<file path="src/include/adcrb_defines.vh">
// Purpose: Offsets, field positions, reset values and bus constants of the ADC configuration register bank.
// Assumes: APB with 32-bit data, one register per aligned word, registers sixteen bits wide.
// Notes: Printed offsets are register indices; the byte address is four times the index.
`ifndef ADCRB_DEFINES_VH
`define ADCRB_DEFINES_VH

// Register indices as printed.
`define ADCRB_IDX_BOOST 8'h37
`define ADCRB_IDX_AVG 8'h3C
`define ADCRB_IDX_INIT 8'h92
`define ADCRB_IDX_BWPD 8'hC0
`define ADCRB_IDX_REFFMT 8'hC1

// Number of registers and the width of each.
`define ADCRB_NREG 5
`define ADCRB_RW 16

// Common reset value of every register.
`define ADCRB_RST 16'h0000

// Field positions in the speed boost register.
`define ADCRB_BOOST_EN_BIT 0
`define ADCRB_PAIR_LSB 1
`define ADCRB_PAIR_MSB 2

// Field position in the averaging register.
`define ADCRB_AVG_BIT 7

// Field position in the initialization register.
`define ADCRB_INIT_BIT 1

// Field positions in the bandwidth and power-down register.
`define ADCRB_PD_LSB 0
`define ADCRB_PD_MSB 1
`define ADCRB_BW_LSB 2
`define ADCRB_BW_MSB 9

// Field positions in the reference and output format register.
`define ADCRB_RATE_BIT 8
`define ADCRB_LANES_BIT 9
`define ADCRB_REFOFF_BIT 11

// Power-down codes.
`define ADCRB_PD_NONE 2'h0
`define ADCRB_PD_HIGH 2'h1
`define ADCRB_PD_LOW 2'h2
`define ADCRB_PD_ALL 2'h3

`endif

</file>
<file path="src/core/adcrb_bank.v">
// Purpose: APB-reached configuration register bank of an eight-channel simultaneous-sampling ADC.
// Assumes: One clock MCLK at 10 MHz, synchronous active-low NRST, clock enable CE.
// Notes: Decoded controls leave the block as plain level outputs for the analog and data-port logic.
//
// Overview of operation
// - Boost bits 2-1 choose pair: 0=ch1/8, 1=ch2/7, 2=ch3/6, 3=ch4/5.
// - Boost bit 0 set turns speed-boost mode on; clear is normal operation.
// - Averaging register bit 7 is one part of the simple averaging setting.
// - Bits 9-2 give per-channel bandwidth, lsb channel 1; 1 means wide bandwidth.
// - Power-down bits 1-0: none, channels 5-8, channels 1-4, or all off.
// - Reference bit 11 set disables internal reference; external reference pin used.
// - Bit 9 selects four lanes (D3-D0) or two lanes (D3, D1).
// - Bit 8 clear gives double data rate, set gives single data rate.
// - Every register resets to all zeros, boost register included.
`timescale 1ns/1ns
`default_nettype none
`include "adcrb_defines.vh"

module adcrb_bank (
	input wire MCLK,
	input wire NRST,
	input wire CE,
	input wire PSEL,
	input wire PENABLE,
	input wire PWRITE,
	input wire [11:0] PADDR,
	input wire [31:0] PWDATA,
	input wire [3:0] PSTRB,
	output wire [31:0] PRDATA,
	output wire PREADY,
	output wire PSLVERR,
	output wire BOOST_ON,
	output wire [1:0] FAST_PAIR_SELECT,
	output wire [7:0] BOOST_CH_MASK,
	output wire AVERAGING_SETTING_BIT,
	output wire INIT_DONE,
	output wire [7:0] CHANNEL_BANDWIDTH_SELECT,
	output wire [1:0] CHANNEL_GROUP_POWERDOWN,
	output wire [7:0] CH_ACTIVE,
	output wire INTERNAL_REFERENCE_OFF,
	output wire INTERNAL_REF_ON,
	output wire TWO_LANE_MODE,
	output wire [3:0] LANE_ENABLE,
	output wire SINGLE_DATA_RATE
);

	////////////////////////////////////////////////////////////////////////////////
	// Address decode.

	wire [7:0] idx;
	wire [4:0] hit;
	wire mapped;
	wire acc;
	wire [15:0] regq [0:4];
	reg [31:0] prdata_r;
	reg [31:0] prdata_nxt;
	reg pslverr_r;

	// The word index is the byte address divided by four.
	assign idx = PADDR[9:2];

	// One hit line per register; the low address bits and upper bits must be zero.
	assign hit[0] = (idx == `ADCRB_IDX_BOOST);
	assign hit[1] = (idx == `ADCRB_IDX_AVG);
	assign hit[2] = (idx == `ADCRB_IDX_INIT);
	assign hit[3] = (idx == `ADCRB_IDX_BWPD);
	assign hit[4] = (idx == `ADCRB_IDX_REFFMT);
	assign mapped = (|hit) && (PADDR[1:0] == 2'h0) && (PADDR[11:10] == 2'h0);

	// Access phase of a transfer; the slave answers without wait states.
	assign acc = PSEL && PENABLE && CE;
	assign PREADY = 1'b1;

	////////////////////////////////////////////////////////////////////////////////
	// Register storage.

	// Each register is a plain sixteen-bit store with byte lanes.
	genvar g;
	generate
		for (g = 0; g < `ADCRB_NREG; g = g + 1) begin : gen_reg
			adcrb_reg u_reg (
				.clk(MCLK),
				.nrst(NRST),
				.ce(CE),
				.we(acc && PWRITE && hit[g] && mapped),
				.strb(PSTRB[1:0]),
				.wdata(PWDATA[15:0]),
				.q(regq[g])
			);
		end
	endgenerate

	////////////////////////////////////////////////////////////////////////////////
	// Read path.

	// Select the addressed register; upper bits and unmapped reads return zero.
	always @* begin
		prdata_nxt = 32'h00000000;
		if (mapped) begin
			case (1'b1)
				hit[0]: prdata_nxt = {16'h0000, regq[0]};
				hit[1]: prdata_nxt = {16'h0000, regq[1]};
				hit[2]: prdata_nxt = {16'h0000, regq[2]};
				hit[3]: prdata_nxt = {16'h0000, regq[3]};
				hit[4]: prdata_nxt = {16'h0000, regq[4]};
				default: prdata_nxt = 32'h00000000;
			endcase
		end
	end

	// Read data and error are registered in the setup phase so they stand through the access phase.
	always @(posedge MCLK) begin
		if (!NRST) begin
			prdata_r <= 32'h00000000;
			pslverr_r <= 1'b0;
		end else if (CE) begin
			if (PSEL && !PENABLE) begin
				prdata_r <= PWRITE ? 32'h00000000 : prdata_nxt;
				pslverr_r <= !mapped;
			end
		end
	end

	assign PRDATA = prdata_r;
	assign PSLVERR = pslverr_r && PSEL && PENABLE;

	////////////////////////////////////////////////////////////////////////////////
	// Speed boost and averaging controls.

	reg [7:0] boost_mask_r;

	assign BOOST_ON = regq[0][`ADCRB_BOOST_EN_BIT];
	assign FAST_PAIR_SELECT = regq[0][`ADCRB_PAIR_MSB:`ADCRB_PAIR_LSB];

	// Decode the boosted channel pair, zero when boost is off; bit 0 is channel 1.
	always @(posedge MCLK) begin
		if (!NRST) begin
			boost_mask_r <= 8'h00;
		end else if (CE) begin
			if (!regq[0][`ADCRB_BOOST_EN_BIT]) begin
				boost_mask_r <= 8'h00;
			end else begin
				case (regq[0][`ADCRB_PAIR_MSB:`ADCRB_PAIR_LSB])
					2'h0: boost_mask_r <= 8'h81;
					2'h1: boost_mask_r <= 8'h42;
					2'h2: boost_mask_r <= 8'h24;
					2'h3: boost_mask_r <= 8'h18;
					default: boost_mask_r <= 8'h00;
				endcase
			end
		end
	end

	assign BOOST_CH_MASK = boost_mask_r;
	assign AVERAGING_SETTING_BIT = regq[1][`ADCRB_AVG_BIT];

	// The device runs normally only once the host has set the init bit.
	assign INIT_DONE = regq[2][`ADCRB_INIT_BIT];

	////////////////////////////////////////////////////////////////////////////////
	// Bandwidth and power-down.

	reg [7:0] ch_active_r;

	assign CHANNEL_BANDWIDTH_SELECT = regq[3][`ADCRB_BW_MSB:`ADCRB_BW_LSB];
	assign CHANNEL_GROUP_POWERDOWN = regq[3][`ADCRB_PD_MSB:`ADCRB_PD_LSB];

	// Channel activity from the power-down code; bit 0 is channel 1.
	always @(posedge MCLK) begin
		if (!NRST) begin
			ch_active_r <= 8'hFF;
		end else if (CE) begin
			case (regq[3][`ADCRB_PD_MSB:`ADCRB_PD_LSB])
				`ADCRB_PD_NONE: ch_active_r <= 8'hFF;
				`ADCRB_PD_HIGH: ch_active_r <= 8'h0F;
				`ADCRB_PD_LOW: ch_active_r <= 8'hF0;
				`ADCRB_PD_ALL: ch_active_r <= 8'h00;
				default: ch_active_r <= 8'h00;
			endcase
		end
	end

	assign CH_ACTIVE = ch_active_r;

	////////////////////////////////////////////////////////////////////////////////
	// Reference and output format.

	reg [3:0] lane_en_r;

	assign INTERNAL_REFERENCE_OFF = regq[4][`ADCRB_REFOFF_BIT];
	assign INTERNAL_REF_ON = !regq[4][`ADCRB_REFOFF_BIT];
	assign TWO_LANE_MODE = regq[4][`ADCRB_LANES_BIT];
	assign SINGLE_DATA_RATE = regq[4][`ADCRB_RATE_BIT];

	// Lane enables, bit n is lane Dn: four lanes use all, two lanes only D3 and D1.
	always @(posedge MCLK) begin
		if (!NRST) begin
			lane_en_r <= 4'hF;
		end else if (CE) begin
			lane_en_r <= regq[4][`ADCRB_LANES_BIT] ? 4'hA : 4'hF;
		end
	end

	assign LANE_ENABLE = lane_en_r;

endmodule // adcrb_bank

`default_nettype wire

</file>
<file path="src/core/adcrb_reg.v">
// Purpose: One sixteen-bit configuration register with write strobe and byte lanes.
// Assumes: Synchronous active-low reset and a clock enable that freezes the register.
// Notes: Reset value comes from the header.
`timescale 1ns/1ns
`default_nettype none
`include "adcrb_defines.vh"

module adcrb_reg (
	input wire clk,
	input wire nrst,
	input wire ce,
	input wire we,
	input wire [1:0] strb,
	input wire [15:0] wdata,
	output wire [15:0] q
);

	reg [15:0] q_r;
	reg [15:0] q_nxt;

	// Merge the enabled byte lanes of the write into the held value.
	always @* begin
		q_nxt = q_r;
		if (we) begin
			if (strb[0]) begin
				q_nxt[7:0] = wdata[7:0];
			end
			if (strb[1]) begin
				q_nxt[15:8] = wdata[15:8];
			end
		end
	end

	// Hold the value; reset clears every bit.
	always @(posedge clk) begin
		if (!nrst) begin
			q_r <= `ADCRB_RST;
		end else if (ce) begin
			q_r <= q_nxt;
		end
	end

	assign q = q_r;

endmodule // adcrb_reg

`default_nettype wire

</file>
<file path="config.mk">
export PLATFORM = sky130hd
export DESIGN_NAME = adcrb_bank
export DESIGN_NICKNAME = d
export VERILOG_FILES = /design/src/core/adcrb_bank.v /design/src/core/adcrb_reg.v
export VERILOG_INCLUDE_DIRS = /design/src /design/src/include
export SDC_FILE = /design/constraint.sdc
export NUM_CORES = 1
export LEC_CHECK = 0
export ABC_AREA = 0
export BUFFER_PORTS_ARGS = -buffer_cell sky130_fd_sc_hd__buf_2
export CAP_MARGIN = 20
export CORE_MARGIN = 4
export CORE_UTILIZATION = 49
export DETAILED_ROUTE_END_ITERATION = 10
export GPL_ROUTABILITY_DRIVEN = 0
export PLACE_DENSITY = 0.77
export SLEW_MARGIN = 20
export SYNTH_ARGS = -nofsm -noshare
export SYNTH_HDL_FRONTEND = slang
export SYNTH_SLANG_ARGS = --single-unit
export TNS_END_PERCENT = 50
</file>
<file path="constraint.sdc">
create_clock -name MCLK -period 1.9 [get_ports MCLK]
set_input_delay 0.38 -clock MCLK [delete_from_list [all_inputs] [get_ports MCLK]]
set_output_delay 0.38 -clock MCLK [all_outputs]
set_load 0.005 [all_outputs]
</file>
==> flow_summary.json <==
{
  "wire_per_inst_um": 18.0,
  "clock_latency_ns": 0.38,
  "io_pins": 127,
  "post_cts_resized": 0,
  "status": "finished clean",
  "ctsHoldBuffers": 0,
  "grt_pass1_vias": 4790,
  "cpPeakStageDelay_ns": 0.52,
  "cts_setup_buffers": 0,
  "crit_slowest_cell": "nor4b_2",
  "grt_start_max_net_pins": 89,
  "skew_ns": 0.00780,
  "vias": 5099,
  "cts_max_level": 3,
  "start_util_pct": 50.2,
  "die-area_um2": 12900,
  "cts_buffers": 9,
  "cts_tree": "done",
  "timing.fmax_mhz": 611,
  "rsz0062_at_grt": "false",
  "cts.sinks": 104,
  "syn2layout_area_growth_pct": 14.5,
  "grt_pass1_wl_um": 24500,
  "syn_area_um2": 5440,
  "antenna_cells": 0,
  "ys_seq_area_share_pct": 38.2,
  "fp-row-count": 38,
  "routed_via_density": 6.02,
  "layout-drive-gt1-share_pct": 24.6,
  "crit_type": "primary input to flip-flop",
  "finalCritPeriodShare_pct": 86.1,
  "dieHeight_um": 113,
  "grt_overflow_total": 0,
  "final.min_clock_period_ns": 1.64,
  "cts_root_buf": "clkbuf_8",
  "yosys.area.top_type": "dfxtp_1",
  "yosysWarnings": 0,
  "grt_usage_pct": 23.4,
  "slew-limit-headroom_pct": 55.4,
  "syn_area_per_cell_um2": 8.60,
  "n_fill_cell": 968,
  "synth_cells": 633,
  "final-setup-viol-count": 0,
  "worstPathArrival_ns": 1.92,
  "maxCapViolCount": 0,
  "crit_fanout": 16,
  "cts.clk_slew.worst_paths_ns": 0.09,
  "routed_wl_um": 15200,
  "initialDrtViolationCount": 477,
  "hpwl_um": 11200,
  "clockBufferDepth": 2,
  "first_pass_iters": 5,
  "cp.required_ns": 2.19,
  "synth-main-ff-cell": "dfxtp_1",
  "antenna_found_initial": 0,
  "portBuffers": 89,
  "cp-start-kind": "primary input",
  "cp_cell_sequence": "buf_2 > buf_4 > nor4b_2 > o21a_1 > o21ai_2 > o31ai_1",
  "hold_viol_final": 0,
  "synth_seq_cells": 104,
  "async_reset_ff_share_pct": 0,
  "hold_path_class": "primary input to flip-flop",
  "drc": 0,
  "peakVddDrop_uv": 387,
  "p_per_area_nw_per_um2": 609,
  "fin_nets": 756,
  "core_um2": 10800,
  "final_util_pct": 57.5,
  "yosys.area.top_type_share_pct": 38.2,
  "synth_area_leaders": "dfxtp_1 (38%), a21boi_0 (8.3%), o21ai_0 (8.3%)",
  "drv_slew": 0,
  "ant_nets": 0,
  "setup_tns_ns": 0,
  "fp.dieW_um": 113,
  "p_leak_nw": 2.30,
  "synth-edff-count": 0,
  "tightest_slew_ns": 0.668,
  "synth_cell_types": 52,
  "endpoint_kind": "flip-flop"
}
==> critical path, delay by kind of cell <==
family                 cells  cell delay [ns]
AO/OA/AOI/OAI              3             0.76
buffers and inverters      2             0.25
AND/OR/NAND/NOR            1             0.52
==> synthesized netlist by cell type (6+ instances only) <==
cell type	n
o22ai_1	13
a21oi_1	9
a22o_1	7
a22oi_1	6
inv_1	7
a21boi_1	23
dfxtp_1	104
nand2_1	26
o21ai_0	90
nand4_1	7
clkbuf_1	40
a21boi_0	60
buf_4	42
o31ai_1	6
nand3_1	85
nand3b_1	7
buf_2	14
mux2i_1	15
==> power by group <==
group	total [W]	internal, W	switching [W]
combinational	0.000309	0.000121	0.000187
clock	0.00131	0.000579	0.000732
sequential	0.00218	0.00218	0.000000499
total	0.00380	0.00288	0.000920
==> final timing paths <==
check	startpoint	cells after the start	slack, ns	to
worst min-delay path	PWDATA[0]	3	0.30	gen_reg[3].u_reg.q[0]$_SDFFE_PN0P_
worst max register to register	gen_reg[4].u_reg.q[11]$_SDFFE_PN0P_	4	0.50	PRDATA[11]$_SDFFE_PN0P_
worst max-delay path	PADDR[5]	6	0.26	PRDATA[15]$_SDFFE_PN0P_
worst min register to register	PRDATA[13]$_SDFFE_PN0P_	2	0.46	PRDATA[13]$_SDFFE_PN0P_
==> through the flow <==
step,hold WS [ns],instances,instance area [um2],power (W),setup slack [ns]
6_report,0.303,847,6240,0.00380,0.264
3_5_place_dp,0.443,831,6050,0.00253,-0.118
3_3_place_gp,0.431,831,6050,0.00252,-0.0560
5_1_grt,0.303,847,6240,0.00391,0.117
4_1_cts,0.289,847,6240,0.00381,0.267
2_1_floorplan,0.445,650,5510,0.00241,0.0107
==> area by class of cell <==
type	instances	area (um2)	share of cell area (%)
Clock inverter	3	15.0	0.241
Sequential cell	104	2080	33.4
Clock buffer	13	169	2.71
Inverter	7	26.3	0.421
Tap cell	140	175	2.81
Timing Repair Buffer	142	956	15.3
Multi-Input combinational cell	438	2810	45.1
==> logic make-up (layout without fill, tap and decap cells) <==
group	after synthesis	after routing	synth area share, %
compound gates	237	237	28.9
simple gates	166	166	18.4
buf+inv	108	165	11.4
flops	104	104	38.2
mux	16	16	2.96
other cells	2	19	0.138
==> flip-flops by register name, indices dropped and copies added (netlist names) <==
register,cells
BOOST_CH_MASK,4
PRDATA,16
LANE_ENABLE,1
CH_ACTIVE,2
pslverr_r,1
gen.u_reg.q,80
==> layout by cell type, fill, tap and decap left out, drive strengths merged, types with 5 or more instances in the layout <==
master	instances
mux2i	15
nand3b	7
a21boi	83
conb	19
a21oi	9
a22o	7
o32ai	5
dfxtp	104
o31ai	9
o21ai	91
nand4	7
nand3	85
nand2	26
a22oi	6
inv	7
o22ai	13
buf	142
clkbuf	13
==> per-layer routing <==
metal,part of all wire [%],global-route usage [%]
met5,0,0
met3,9.2,4.19
met4,2.9,9.54
met2,46,37.7
met1,42,31.2
Power figures use the tool's default switching activity.
